## config.mk

```make
export PLATFORM = sky130hd
export DESIGN_NAME = sensor_frame_dev_flat
export DESIGN_NICKNAME = d
export VERILOG_FILES = /design/src/spi_frame_pkg.sv /design/src/spi_link_if.sv /design/src/sensor_frame_dev.sv /design/src/flat_wrapper.sv
export SDC_FILE = /design/constraint.sdc
export NUM_CORES = 1
export LEC_CHECK = 0
export ABC_AREA = 0
export BUFFER_PORTS_ARGS = -buffer_cell sky130_fd_sc_hd__buf_2
export CAP_MARGIN = 20
export CORE_ASPECT_RATIO = 0.9
export CORE_MARGIN = 2
export CORE_UTILIZATION = 32
export CTS_BUF_LIST = sky130_fd_sc_hd__clkbuf_4 sky130_fd_sc_hd__clkbuf_8
export DETAILED_ROUTE_END_ITERATION = 10
export SETUP_SLACK_MARGIN = 0.05
export SYNTH_ARGS = -nofsm -noshare
export SYNTH_HDL_FRONTEND = slang
export SYNTH_SLANG_ARGS = --single-unit
```

## constraint.sdc

```tcl
create_clock -name clk -period 2.9 [get_ports clk]
set_input_delay 0.435 -clock clk [delete_from_list [all_inputs] [get_ports clk]]
set_output_delay 0.435 -clock clk [all_outputs]
set_load 0.02 [all_outputs]
```

## src/spi_frame_pkg.sv

```systemverilog
/*
  Shared constants for the 32-bit crc-protected serial frame link:
  frame layout, crc helper, timing and the controller's apb map.
  Assumes both ends and the bench compile this package first.
*/
// Notes on behaviour
// - chip select high: ignore link, float output
// - controller holds select low whole frame
// - select rising ends frame, link disabled
// - input bits taken on rising clock only
// - start bit launches conversion at select rise
// - select bit picks counter or format status
// - set counter counts conversions, wraps at seven
// - format zero: data, twelve status, crc
// - status 10..4 copied from flag inputs
// - status 11 flags previous input crc error
// - error summary is or of errors
// - nonzero format: two 12-bit channel results
// - channel frames persist until format cleared
// - special frame: error bit plus three selected
// - low four bits carry crc both ways
// - crc over 28 bits plus zeros, preset ones
// - bad crc discards the write
// - input crc error inverts last output bit; device does so only for bad crc bits 3..1
// - crc check on at reset, command disables
// - read data returned inside same frame
// - special mode ignores address and data; the device still issues writes in special mode
// - every transfer exactly one 32-bit frame
// - output changes falling, input sampled rising
package spi_frame_pkg;

  // ***************************************************
  // frame layout
  // ***************************************************
  localparam int FRAME_BITS = 32;
  localparam int BODY_BITS = 28;
  localparam int CRC_BITS = 4;
  localparam int ADDR_BITS = 7;
  localparam int REG_BITS = 16;
  localparam int CH_BITS = 12;
  localparam int STAT_BITS = 12;
  localparam int FMT_BITS = 3;
  localparam int SET_CNT_BITS = 3;
  localparam int CNT_BITS = 6;
  localparam int RW_POS = 31;
  localparam int ADDR_LSB = 24;
  localparam int DATA_LSB = 8;
  localparam int conversion_start_cmd = 4;
  localparam int status_select_cmd = 5;
  localparam int reserved_cmd_a = 6;
  localparam int reserved_cmd_b = 7;
  localparam int STAT_LO_LSB = 4;
  localparam int STAT_HI_LSB = 24;
  localparam int CHA_LSB = 20;
  localparam int CHB_LSB = 8;
  localparam logic READ_FLAG = 1'b1;
  // rising-edge counts at which the device acts
  localparam logic [5:0] ADDR_DONE_CNT = 6'h07;
  localparam logic [5:0] CRC_LOAD_CNT = 6'h1b;
  localparam logic [5:0] CRC_PEEK_CNT = 6'h1e;
  localparam logic [5:0] FRAME_CNT = 6'h20;

  // ***************************************************
  // crc
  // ***************************************************
  localparam logic [3:0] CRC_PRESET = 4'hf;
  localparam logic [31:0] CRC_OFF_WORD = 32'h0f000407;

  // x^4+x+1, body msb first then four zeros
  function automatic logic [3:0] crc4(input logic [27:0] body);
    logic [31:0] padded;
    logic [3:0] c;
    logic inv;
    padded = {body, 4'h0};
    c = CRC_PRESET;
    for (int i = FRAME_BITS - 1; i >= 0; i--) begin
      inv = padded[i] ^ c[3];
      c = {c[2], c[1], c[0] ^ inv, inv};
    end
    return c;
  endfunction

  // ***************************************************
  // timing and controller registers
  // ***************************************************
  localparam int CLK_PERIOD_NS = 100;
  localparam int SCK_HALF_NS = 800;
  localparam int SCK_HALF_CYC = SCK_HALF_NS / CLK_PERIOD_NS;
  localparam int APB_ADDR_BITS = 8;
  localparam logic [7:0] TX_OFS = 8'h00;
  localparam logic [7:0] RX_OFS = 8'h04;
  localparam logic [7:0] STATUS_OFS = 8'h08;
  localparam int STATUS_BUSY_POS = 0;
  localparam int STATUS_CRC_OK_POS = 1;
endpackage

```

## src/spi_link_if.sv

```systemverilog
/*
  Four-wire serial link between controller and sensor device.
  Resolves the device's three-state output into the sdo wire.
*/
interface spi_link_if;
  logic cs_n;
  logic sck;
  logic sdi;
  logic sdo_o;
  logic sdo_oe;
  wire sdo;

  // released line shows the inverse of the last bit, so a stray sample shows
  assign sdo = sdo_oe ? sdo_o : ~sdo_o;

  modport device (
    input cs_n,
    input sck,
    input sdi,
    output sdo_o,
    output sdo_oe
  );
  modport controller (
    output cs_n,
    output sck,
    output sdi,
    input sdo
  );
endinterface

```

## src/sensor_frame_dev.sv

```systemverilog
/*
  Sensor end of the serial frame link: samples the link on clk,
  answers reads in-frame, checks and generates crc, issues writes
  and conversion starts. Assumes clk at least 8x the link clock
  and reg_rdata valid one clk after reg_addr changes.
*/
module sensor_frame_dev #(
  parameter int ERR_BITS = 4
) (
  input wire logic clk,
  input wire logic rst,
  spi_link_if.device link,
  output logic [spi_frame_pkg::ADDR_BITS-1:0] reg_addr,
  input wire logic [spi_frame_pkg::REG_BITS-1:0] reg_rdata,
  output logic wr_en,
  output logic [spi_frame_pkg::ADDR_BITS-1:0] wr_addr,
  output logic [spi_frame_pkg::REG_BITS-1:0] wr_data,
  output logic conv_start,
  input wire logic conv_done,
  input wire logic [spi_frame_pkg::FMT_BITS-1:0] data_type,
  input wire logic cfg_reset_flag,
  input wire logic alert_flag_high,
  input wire logic alert_flag_low,
  input wire logic [3:0] conversion_state_reg,
  input wire logic [ERR_BITS-1:0] error_flags,
  input wire logic [spi_frame_pkg::CH_BITS-1:0] chan_a,
  input wire logic [spi_frame_pkg::CH_BITS-1:0] chan_b,
  output logic crc_check_on,
  output logic [spi_frame_pkg::SET_CNT_BITS-1:0] set_count
);

  // ***************************************************
  // state
  // ***************************************************
  typedef struct packed {
    logic cs_s1;
    logic cs_s2;
    logic sck_s1;
    logic sck_s2;
    logic sck_d;
    logic sdi_s1;
    logic sdi_s2;
    logic active;
    logic special;
    logic load_data;
    logic [spi_frame_pkg::CNT_BITS-1:0] cnt;
    logic [spi_frame_pkg::FRAME_BITS-1:0] rx;
    logic [spi_frame_pkg::FRAME_BITS-1:0] tx;
    logic sdo_o;
    logic sdo_oe;
    logic crc_en;
    logic prev_crc_err;
    logic stat_sel;
    logic [spi_frame_pkg::SET_CNT_BITS-1:0] set_cnt;
    logic [spi_frame_pkg::ADDR_BITS-1:0] reg_addr;
    logic wr_en;
    logic [spi_frame_pkg::ADDR_BITS-1:0] wr_addr;
    logic [spi_frame_pkg::REG_BITS-1:0] wr_data;
    logic conv_start;
  } dev_state_type;

  dev_state_type r;
  dev_state_type n;

  logic rise;
  logic fall;
  logic [spi_frame_pkg::STAT_BITS-1:0] status;
  logic [spi_frame_pkg::FRAME_BITS-1:0] first_tx;
  logic [spi_frame_pkg::FRAME_BITS-1:0] last_rx;
  logic [3:0] peek_crc;
  logic rx_err;

  // ***************************************************
  // frame contents
  // ***************************************************

  // edges of the synchronised link clock
  assign rise = r.sck_s2 & ~r.sck_d;
  assign fall = ~r.sck_s2 & r.sck_d;

  // status word; low three bits follow last frame's select
  always_comb begin
    status = '0;
    status[11] = r.prev_crc_err;
    status[10] = cfg_reset_flag;
    status[9] = alert_flag_high;
    status[8] = alert_flag_low;
    status[7:4] = conversion_state_reg;
    status[3] = |error_flags;
    if (r.stat_sel) begin
      status[2:0] = data_type;
    end else begin
      status[2:0] = r.set_cnt;
    end
  end

  // outgoing frame built at select fall, data and crc filled later
  always_comb begin
    first_tx = '0;
    if (|data_type) begin
      first_tx[spi_frame_pkg::CHA_LSB +: spi_frame_pkg::CH_BITS] = chan_a;
      first_tx[spi_frame_pkg::CHB_LSB +: spi_frame_pkg::CH_BITS] = chan_b;
      first_tx[spi_frame_pkg::STAT_LO_LSB +: 4] = status[3:0];
    end else begin
      first_tx[spi_frame_pkg::STAT_HI_LSB +: 8] = status[11:4];
      first_tx[spi_frame_pkg::STAT_LO_LSB +: 4] = status[3:0];
    end
  end

  // received frame as complete word, checked at select rise
  assign last_rx = r.rx;
  assign rx_err = r.crc_en & (spi_frame_pkg::crc4(last_rx[31:4]) != last_rx[3:0]);
  // early look at crc bits 3..1 before the last input bit
  assign peek_crc = spi_frame_pkg::crc4(r.rx[29:2]);

  // ***************************************************
  // next state
  // ***************************************************
  always_comb begin
    n = r;
    n.wr_en = 1'b0;
    n.conv_start = 1'b0;
    // two-stage synchronisers for all link inputs
    n.cs_s1 = link.cs_n;
    n.cs_s2 = r.cs_s1;
    n.sck_s1 = link.sck;
    n.sck_s2 = r.sck_s1;
    n.sck_d = r.sck_s2;
    n.sdi_s1 = link.sdi;
    n.sdi_s2 = r.sdi_s1;
    // rolling set counter, wraps by width
    if (conv_done) begin
      n.set_cnt = r.set_cnt + 3'h1;
    end
    if (r.cs_s2) begin
      // select high: link idle, output floats
      n.sdo_oe = 1'b0;
      n.active = 1'b0;
      n.load_data = 1'b0;
      if (r.active && r.cnt == spi_frame_pkg::FRAME_CNT) begin
        n.prev_crc_err = rx_err;
        if (last_rx == spi_frame_pkg::CRC_OFF_WORD) begin
          n.crc_en = 1'b0;
        end else if (!rx_err) begin
          if (last_rx[spi_frame_pkg::RW_POS] != spi_frame_pkg::READ_FLAG) begin
            n.wr_en = 1'b1;
            n.wr_addr = last_rx[spi_frame_pkg::ADDR_LSB +: spi_frame_pkg::ADDR_BITS];
            n.wr_data = last_rx[spi_frame_pkg::DATA_LSB +: spi_frame_pkg::REG_BITS];
          end
          n.conv_start = last_rx[spi_frame_pkg::conversion_start_cmd];
          n.stat_sel = last_rx[spi_frame_pkg::status_select_cmd];
        end
      end
    end else if (!r.active) begin
      // select just fell: start a frame, first bit out at once
      n.active = 1'b1;
      n.sdo_oe = 1'b1;
      n.cnt = '0;
      n.special = |data_type;
      n.tx = first_tx;
      n.sdo_o = first_tx[spi_frame_pkg::FRAME_BITS-1];
    end else begin
      // read data lands one clk after the address goes out
      if (r.load_data) begin
        n.tx[spi_frame_pkg::DATA_LSB +: spi_frame_pkg::REG_BITS] = reg_rdata;
        n.load_data = 1'b0;
      end
      if (rise && r.cnt != spi_frame_pkg::FRAME_CNT) begin
        n.rx = {r.rx[30:0], r.sdi_s2};
        n.cnt = r.cnt + 6'h01;
        // address complete: fetch read data in regular mode
        if (r.cnt == spi_frame_pkg::ADDR_DONE_CNT && !r.special &&
            r.rx[6] == spi_frame_pkg::READ_FLAG) begin
          n.reg_addr = {r.rx[5:0], r.sdi_s2};
          n.load_data = 1'b1;
        end
        // outgoing body is final: append its crc
        if (r.cnt == spi_frame_pkg::CRC_LOAD_CNT) begin
          n.tx[3:0] = spi_frame_pkg::crc4(r.tx[31:4]);
        end
        // input crc already wrong: spoil our own last bit
        if (r.cnt == spi_frame_pkg::CRC_PEEK_CNT && r.crc_en &&
            peek_crc[3:1] != {r.rx[1:0], r.sdi_s2}) begin
          n.tx[0] = ~r.tx[0];
        end
      end
      // next output bit on each falling link edge
      if (fall && r.cnt != '0 && r.cnt != spi_frame_pkg::FRAME_CNT) begin
        n.sdo_o = r.tx[5'(spi_frame_pkg::FRAME_BITS - 1 - int'(r.cnt))];
      end
    end
  end

  // ***************************************************
  // registers
  // ***************************************************
  always_ff @(posedge clk) begin
    if (rst) begin
      r <= '0;
      r.cs_s1 <= 1'b1;
      r.cs_s2 <= 1'b1;
      r.crc_en <= 1'b1;
    end else begin
      r <= n;
    end
  end

  // ***************************************************
  // outputs
  // ***************************************************
  assign link.sdo_o = r.sdo_o;
  assign link.sdo_oe = r.sdo_oe;
  assign reg_addr = r.reg_addr;
  assign wr_en = r.wr_en;
  assign wr_addr = r.wr_addr;
  assign wr_data = r.wr_data;
  assign conv_start = r.conv_start;
  assign crc_check_on = r.crc_en;
  assign set_count = r.set_cnt;
endmodule

```

## src/flat_wrapper.sv

```systemverilog
// flat-port wrapper written by rule: the top's interface ports become plain ports
module sensor_frame_dev_flat 
#(
  parameter int ERR_BITS = 4
)
  (clk, rst, reg_addr, reg_rdata, wr_en, wr_addr, wr_data, conv_start, conv_done, data_type, cfg_reset_flag, alert_flag_high, alert_flag_low, conversion_state_reg, error_flags, chan_a, chan_b, crc_check_on, set_count, link_cs_n, link_sck, link_sdi, link_sdo_o, link_sdo_oe);
  spi_link_if link_i ();
  input wire logic clk;
  input wire logic rst;
  output logic [spi_frame_pkg::ADDR_BITS-1:0] reg_addr;
  input wire logic [spi_frame_pkg::REG_BITS-1:0] reg_rdata;
  output logic wr_en;
  output logic [spi_frame_pkg::ADDR_BITS-1:0] wr_addr;
  output logic [spi_frame_pkg::REG_BITS-1:0] wr_data;
  output logic conv_start;
  input wire logic conv_done;
  input wire logic [spi_frame_pkg::FMT_BITS-1:0] data_type;
  input wire logic cfg_reset_flag;
  input wire logic alert_flag_high;
  input wire logic alert_flag_low;
  input wire logic [3:0] conversion_state_reg;
  input wire logic [ERR_BITS-1:0] error_flags;
  input wire logic [spi_frame_pkg::CH_BITS-1:0] chan_a;
  input wire logic [spi_frame_pkg::CH_BITS-1:0] chan_b;
  output logic crc_check_on;
  output logic [spi_frame_pkg::SET_CNT_BITS-1:0] set_count;
  input wire logic [$bits(link_i.cs_n)-1:0] link_cs_n;
  input wire logic [$bits(link_i.sck)-1:0] link_sck;
  input wire logic [$bits(link_i.sdi)-1:0] link_sdi;
  output wire logic [$bits(link_i.sdo_o)-1:0] link_sdo_o;
  output wire logic [$bits(link_i.sdo_oe)-1:0] link_sdo_oe;
  assign link_i.cs_n = link_cs_n;
  assign link_i.sck = link_sck;
  assign link_i.sdi = link_sdi;
  assign link_sdo_o = link_i.sdo_o;
  assign link_sdo_oe = link_i.sdo_oe;
  sensor_frame_dev #(.ERR_BITS(ERR_BITS)) u_core (.clk(clk), .rst(rst), .link(link_i), .reg_addr(reg_addr), .reg_rdata(reg_rdata), .wr_en(wr_en), .wr_addr(wr_addr), .wr_data(wr_data), .conv_start(conv_start), .conv_done(conv_done), .data_type(data_type), .cfg_reset_flag(cfg_reset_flag), .alert_flag_high(alert_flag_high), .alert_flag_low(alert_flag_low), .conversion_state_reg(conversion_state_reg), .error_flags(error_flags), .chan_a(chan_a), .chan_b(chan_b), .crc_check_on(crc_check_on), .set_count(set_count));
endmodule
```

==> results of run 1 <==
-- cell usage in the layout, fill, tap and decap left out, drive strengths merged, types with 2 or more instances in the layout --
cell type,count
nand2b,5
bufinv,6
mux4,10
o211ai,2
and2,3
clkbuf,17
or2,4
nor3,4
o211a,2
nor2,55
buf,127
a21boi,2
or3,3
xor2,22
inv,61
xnor2,82
and3,2
nor2b,6
mux2i,21
nand3,6
o221ai,2
nor4,5
a21oi,39
nor3b,2
o21ai,5
ha,6
nand4,5
dfxtp,120
xnor3,8
o32ai,23
clkinv,2
nand2,76
a22oi,26
a211oi,28
-- cell type report --
cell class | instances | area share [%]
inverter | 54 | 2.66
clock buffer | 17 | 3.07
clock inverter | 15 | 3.43
sequential | 120 | 31.6
tap | 255 | 4.19
timing repair buffer | 127 | 9.69
multi-input combinational | 461 | 45.4
-- what timing repair did --
item,in CTS,in global routing
gates resized for setup,0,12
endpoints found under the setup margin,0,25
setup buffers,0,3
-- worst min path at each step --
stage | to | slack [ns] | cells past startpoint
detailed placement | u_core.r[118] | 0.40 | 1
finish | u_core.n[118] | 0.20 | 2
global route | u_core.n[118] | 0.18 | 2
floorplan | u_core.r[118] | 0.39 | 1
global placement | u_core.r[118] | 0.40 | 1
CTS | u_core.n[118] | 0.18 | 2
-- cells in the mapped netlist, types with 6 or more instances --
master | n | share of area (%)
sky130_fd_sc_hd__buf_4 | 33 | 3.8
sky130_fd_sc_hd__inv_1 | 54 | 3.1
sky130_fd_sc_hd__ha_1 | 6 | 1.2
sky130_fd_sc_hd__o32ai_1 | 21 | 2.8
sky130_fd_sc_hd__clkbuf_1 | 35 | 2.0
sky130_fd_sc_hd__a22oi_1 | 25 | 2.9
sky130_fd_sc_hd__nor2b_1 | 6 | 0.58
sky130_fd_sc_hd__nor2_1 | 55 | 3.2
sky130_fd_sc_hd__mux4_2 | 10 | 3.5
sky130_fd_sc_hd__a211oi_1 | 28 | 3.3
sky130_fd_sc_hd__buf_1 | 7 | 0.41
sky130_fd_sc_hd__nand3_1 | 6 | 0.46
sky130_fd_sc_hd__xnor2_1 | 81 | 11
sky130_fd_sc_hd__xor2_1 | 22 | 3.0
sky130_fd_sc_hd__dfxtp_1 | 120 | 37
sky130_fd_sc_hd__mux2i_1 | 21 | 3.3
sky130_fd_sc_hd__nand2_1 | 76 | 4.4
sky130_fd_sc_hd__xnor3_1 | 8 | 2.8
sky130_fd_sc_hd__a21oi_1 | 39 | 3.0
-- sequential cells by signal, summed over array words and instances (netlist names) --
name,cells
u_core.conv_start,1
u_core.crc_check_on,1
u_core.last_rx,32
u_core.link.sdo_o,1
u_core.link.sdo_oe,1
u_core.n,4
u_core.r,46
u_core.reg_addr,7
u_core.set_count,3
u_core.wr_addr,7
u_core.wr_data,16
u_core.wr_en,1
-- logic make-up after synthesis --
group                      Yosys count  synth area share (%)
AOI/OAI and AO/OA                  129                  14.6
xor gates and xnor gates           112                  17.0
adders and majority gates            6                  1.16
buffers and inverters              140                  10.7
DFF                                120                  37.2
muxes                               32                  6.92
and+or+nand+nor                    180                  12.5
-- report_power, final --
part | switching (mW) | leakage (nW) | internal, mW
combinational | 0.217 | 1.57 | 0.229
clock | 0.770 | 0.249 | 1.14
sequential | 0.0344 | 0.974 | 1.68
-- per-stage QoR --
stage	hold slack [ns]	cell area (um2)	worst slack, ns	std cells
6_report	0.197	7620	0.141	1049
4_1_cts	0.181	7500	0.0554	1044
3_5_place_dp	0.404	7000	0.0797	1012
5_1_grt	0.181	7620	0.0390	1049
2_1_floorplan	0.389	6460	0.318	719
3_3_place_gp	0.397	7000	0.143	1012
-- metal layers --
metal	wire length (um)	up-vias	GRT usage (%)	share of wire [%]
met5	0	-	0	0
met4	208	0	4.20	1.3
met1	7910	2306	22.3	51
met2	6320	144	19.4	41
met3	1030	17	4.19	6.7
li1	-	2528	-	-
==> metrics, run 1 <==
Mean Syn Cell Area 8.98 um2; cell chain of the critical path xor2_1 -> xnor2_1 -> xnor3_1 -> xor2_1 -> or3_4 -> a22oi_4 -> buf_12 -> o211a_4 -> o32ai_1; initial antenna violation count 0; number of synthesized flops with an enable pin 0; Die W 154 um; number of violations reported at the end of detailed-routing iteration 0 320; overall die height 139 um; cell seen most often among critical-path stages sky130_fd_sc_hd__xor2_1; Async SR Flop Fraction 0%; net count of the mapped netlist 785; largest net degree at the start of global routing 47; CTS Buf Count 17; flip-flop and latch area 2410 um2; Critical Path Slowest Stage Cell sky130_fd_sc_hd__xnor3_1; delay of the slowest cell on the worst path 0.47 ns; RSZ-0062 raised after global routing no; Clock Tree Root sky130_fd_sc_hd__clkbuf_8; post-synthesis cell count 719; startpoint of the lowest-slack hold path link_cs_n; total routing usage reported by global routing 14.5%; mean routed wirelength per cell 14.7 um; CP endpoint u_core.wr_data[6]; worst clock skew 0.0150 ns; worst endpoint required time 3.20 ns; core region area 19900 um2; layout cell share with drive strength beyond 1 24.7%; FP Rows 49; routed via count divided by cell count 4.76; DP HPWL 10900 um; TritonCTS clock tree done; worst-margin pin slew 0.951 ns; Via Count 4995; worst slew slack as a fraction of its limit 36.4%; DRT Pass-1 Iters 4; Tcrit/Tclk final 95.1%; number of filler cells placed in the layout 2002; number of clock sinks 120; weighted congestion at the end of routability-driven global placement 0.896; number of global-route vias before repair 4641; achievable frequency 362 MHz; Top Family by Delay on Critical Path XOR/XNOR gates; area grow syn2layout 18.0%; Primary FF master, synth sky130_fd_sc_hd__dfxtp_1; Clock Tree Buf Depth 2; Inserted Diodes 0; area enclosed by the die boundary 21300 um2; Post-DRT Antenna Nets 0; WP buf/inv 1; count of cells along the worst register-to-register path 9; crit path DAT 3.06 ns; total of buffers placed on input and output ports 97; Reg2Reg Setup Slack 0.14 ns; maxcap violations 0; setup violators final 0; Worst setup startpoint u_core.last_rx[13]; Worst VDD drop 0.000287 V; number of max-slew violations in the final report 0; Hold Crit Class input pin to flip-flop; endpoint class of the critical path flip-flop; register clock-pin slew on the reported worst setup and hold paths 0.08 ns; Initial Util 32.5%; startpoint of the worst-slack reg-to-reg timing path u_core.last_rx[13]; fin nets 847; static leakage 2.79 nW; r2r endpoint u_core.wr_data[6]; minimum period implied by the final worst setup slack 2.76 ns; Detailed Route WL 15500 um; proportion of synthesized chip area in sequential cells 37.2%; cts hold-fix bufs 0; logic depth of the worst path, buffers included 9; status complete, no violations; grt ovf 0; Crit Path Category flip-flop to flip-flop; power per unit of standard cell area 533 nW/um2; Crit Path Max Fanout 12; wire length of the first global-routing pass 24800 um; Worst Setup Start Kind flip-flop; hold violation total from the final report 0; CTS HTree Levels 4; total area of multi-input combinational cells 3460 um2; count of different cell masters after synthesis 51; Ys Warns 0; Sum Neg Setup Slack 0 ns; flops & latches, synth 120; DRC violation count after routing 0; Synth Cell Area 6460 um2; clock latency of the later-clocked register in the worst-skew pair 0.45 ns; total power of the final layout 4.06 mW; final standard cell utilization of the core 38.4%; I/O pin total 98
Note: power is estimated with default switching activity, not from simulation.
==> run 2, diff against run 1 <==
--- a/config.mk
+++ b/config.mk
@@ -5,11 +5,11 @@
 export SDC_FILE = /design/constraint.sdc
 export NUM_CORES = 1
 export LEC_CHECK = 0
-export ABC_AREA = 0
+export ABC_AREA = 1
 export BUFFER_PORTS_ARGS = -buffer_cell sky130_fd_sc_hd__buf_2
 export CAP_MARGIN = 20
 export CORE_ASPECT_RATIO = 0.9
-export CORE_MARGIN = 2
+export CORE_MARGIN = 5
 export CORE_UTILIZATION = 32
 export CTS_BUF_LIST = sky130_fd_sc_hd__clkbuf_4 sky130_fd_sc_hd__clkbuf_8
 export DETAILED_ROUTE_END_ITERATION = 10
==> run 2 against run 1 <==
Net effect: the flow now finishes with violations (setup timing); flip-flop and latch count unchanged; combinational power increased to 4.5 times the previous value; sequential power about the same; critical path type unchanged; highest routed layer is now met5.
==> metrics, run 2 <==
status finished with violations; failing checks setup timing; weighted congestion at the end of routability-driven global placement 0.898 (+0.25%); CTS Buf Count 17 (unchanged); TritonCTS clock tree done; grt ovf 0 (unchanged); worst clock skew 0.0154 ns (+0.000396 ns); total power of the final layout 5.34 mW (+31%); fin nets 1539 (+82%); Crit Path Category flip-flop to flip-flop; core region area 25100 um2 (+26%); count of different cell masters after synthesis 39 (-24%); I/O pin total 98 (unchanged); worst-margin pin slew 0.846 ns (-0.105 ns); Synth area leaders sky130_fd_sc_hd__dfxtp_1 29%, sky130_fd_sc_hd__nand2_1 20%, sky130_fd_sc_hd__nand3_1 10%; Synth Cell Area 8170 um2 (+26%); max reg flops 46 (unchanged); worst setup timing slack at the placement stage -0.322 ns (-0.402 ns); largest net degree at the start of global routing 46 (-2.1%); RSZ-0062 raised after global routing yes; flops & latches, synth 120 (unchanged); maxcap violations 0 (unchanged); crit path DAT 3.57 ns (+0.51 ns); DP HPWL 18100 um (+66%); setup violators final 28 (+28); cell seen most often among critical-path stages sky130_fd_sc_hd__nand2_2; total of buffers placed on input and output ports 97 (unchanged); mean routed wirelength per cell 13.4 um (-9.3%); WP buf/inv 5 (+4); overall die height 162 um (+16%); proportion of synthesized chip area in sequential cells 29.4% (-7.8 points); CTS HTree Levels 4 (unchanged); total routing usage reported by global routing 16.6% (+2.0 points); Crit Path Max Fanout 45 (+33); Inserted Diodes 0 (unchanged); Clock Tree Buf Depth 2 (unchanged); Worst VDD drop 0.000273 V (-4.8%); DRT Pass-1 Iters 7 (+3); static leakage 5.28 nW (+89%); initial antenna violation count 1 (+1); largest reg by FF count u_core.r; Async SR Flop Fraction 0% (unchanged); commonest cells after routing, fill and taps aside 342 x sky130_fd_sc_hd__nand2_1, 137 x sky130_fd_sc_hd__inv_1, 123 x sky130_fd_sc_hd__nand3_1; leading cell type by number of instances after synthesis sky130_fd_sc_hd__nand2_1; Ys Warns 0 (unchanged); Reg2Reg Setup Slack -0.32 ns (-0.46 ns); endpoint class of the critical path flip-flop; number of max-slew violations in the final report 0 (unchanged); cts hold-fix bufs 0 (unchanged); worst endpoint required time 3.24 ns (+0.04 ns); number of synthesized flops with an enable pin 0 (unchanged); fraction of post-synthesis cell area in the top cell type by area 29.4% (-7.8 points); Primary FF master, synth sky130_fd_sc_hd__dfxtp_1; area enclosed by the die boundary 28800 um2 (+35%); register clock-pin slew on the reported worst setup and hold paths 0.08 ns (about the same); FP Rows 55 (+12%); Post-DRT Antenna Nets 0 (unchanged); Via Count 8670 (+74%); area grow syn2layout 28.9%; Sum Neg Setup Slack -7.80 ns (-7.80 ns); most frequent standard cell in the layout excluding fill and tap cells sky130_fd_sc_hd__nand2_1; hold violation total from the final report 0 (unchanged); Critical Path Slowest Stage Cell sky130_fd_sc_hd__dfxtp_2; delay of the slowest cell on the worst path 0.34 ns (-0.13 ns); wire length of the first global-routing pass 39200 um (+58%); post-synthesis cell count 1358 (+89%); Initial Util 32.5% (about the same); routed via count divided by cell count 4.74 (-0.39%); worst slew slack as a fraction of its limit 43.1% (+6.8 points); power per unit of standard cell area 507 nW/um2 (-4.9%); net count of the mapped netlist 1424 (+81%); Die W 178 um (+16%); largest area contributor in the synthesized netlist sky130_fd_sc_hd__dfxtp_1; final worst setup slack -0.323 ns (-0.464 ns); number of global-route vias before repair 7883 (+70%); DRC violation count after routing 0 (unchanged); Mean Syn Cell Area 6.01 um2 (-33%); achievable frequency 310 MHz (-14%); minimum period implied by the final worst setup slack 3.22 ns (+0.464 ns); Worst Setup Start Kind flip-flop; Top Family by Delay on Critical Path simple AND/OR/NAND/NOR gates; layout cell share with drive strength beyond 1 29.5% (+4.8 points); top cells by count, synth 440 x sky130_fd_sc_hd__nand2_1, 166 x sky130_fd_sc_hd__nand3_1, 150 x sky130_fd_sc_hd__inv_1; number of clock sinks 120 (unchanged); Detailed Route WL 24500 um (+58%); Tcrit/Tclk final 111% (+16 points); clock latency of the later-clocked register in the worst-skew pair 0.45 ns (about the same); Clock Tree Root sky130_fd_sc_hd__clkbuf_8; Hold Crit Class input pin to flip-flop; number of violations reported at the end of detailed-routing iteration 0 522 (+63%)
[run 2: changes by cell type after synthesis, sizes merged, moves of 23 or more]
cell / before / now
a21oi: 39 / 87
a22oi: 26 / 1
nand3: 6 / 172
o32ai: 23 / 0
xnor2: 82 / 11
inv: 54 / 163
a211oi: 28 / 0
nor2: 55 / 95
o21ai: 5 / 88
nand2: 76 / 463
[run 2: routing by layer]
layer / share of wire, % / vias up / track usage [%]
li1: - / 4560 / -
met1: 49 / 3901 / 23.6
met2: 46 / 189 / 25.7
met3: 4.7 / 18 / 3.44
met4: 0.99 / 2 / 3.84
met5: 0.053 / - / 0
[run 2: final cells by class]
cell class / count / area, um2
Timing Repair Buffer: 175 / 1110
Fill cell: 2661 / 14600
Sequential cell: 120 / 2430
Multi-Input combinational cell: 994 / 5540
Clock inverter: 14 / 163
Clock buffer: 18 / 241
Tap cell: 342 / 428
Inverter: 165 / 619
[run 2: power by group]
part	switching, mW	total, mW	internal (mW)
logic	1.21	2.02	0.808
registers	0.0356	1.71	1.67
clock network	0.812	1.61	0.797
[run 2: path summary, 6_finish.rpt]
check                     startpoint                  to  cells past startpoint
setup / recovery  u_core.last_rx[30]  u_core.wr_data[11]                     32
hold / removal             link_cs_n       u_core.n[118]                      2
setup reg to reg  u_core.last_rx[30]  u_core.wr_data[11]                     32
hold reg to reg        u_core.n[118]       u_core.r[118]                      1
[run 2: metrics by stage]
step                      cell area, um2  utilization, %  cells  hold WS (ns)
after floorplan                     8260               -   1358         0.388
after global placement              9270            36.9   1787         0.394
after detailed placement            9270            36.9   1787         0.393
after CTS                           9750            38.8   1820         0.147
after global routing               10500            41.9   1828         0.146
final                              10500            41.9   1828         0.172
[run 2: what timing repair did]
item | in CTS | in global routing
setup endpoints to repair | 31 | 31
pin swaps | 2 | 57
resized for setup | 20 | 193
buffers inserted | 1 | 8
[run 2: logic make-up (layout without fill, tap and decap cells)]
family / count (synthesis) / count (layout) / synth area share [%]
simple gates: 762 / 762 / 40.2
buf+inv: 244 / 372 / 13.0
compound gates: 196 / 196 / 12.8
flops: 120 / 120 / 29.4
xor+xnor: 30 / 30 / 3.65
fa+ha+maj: 6 / 6 / 0.919
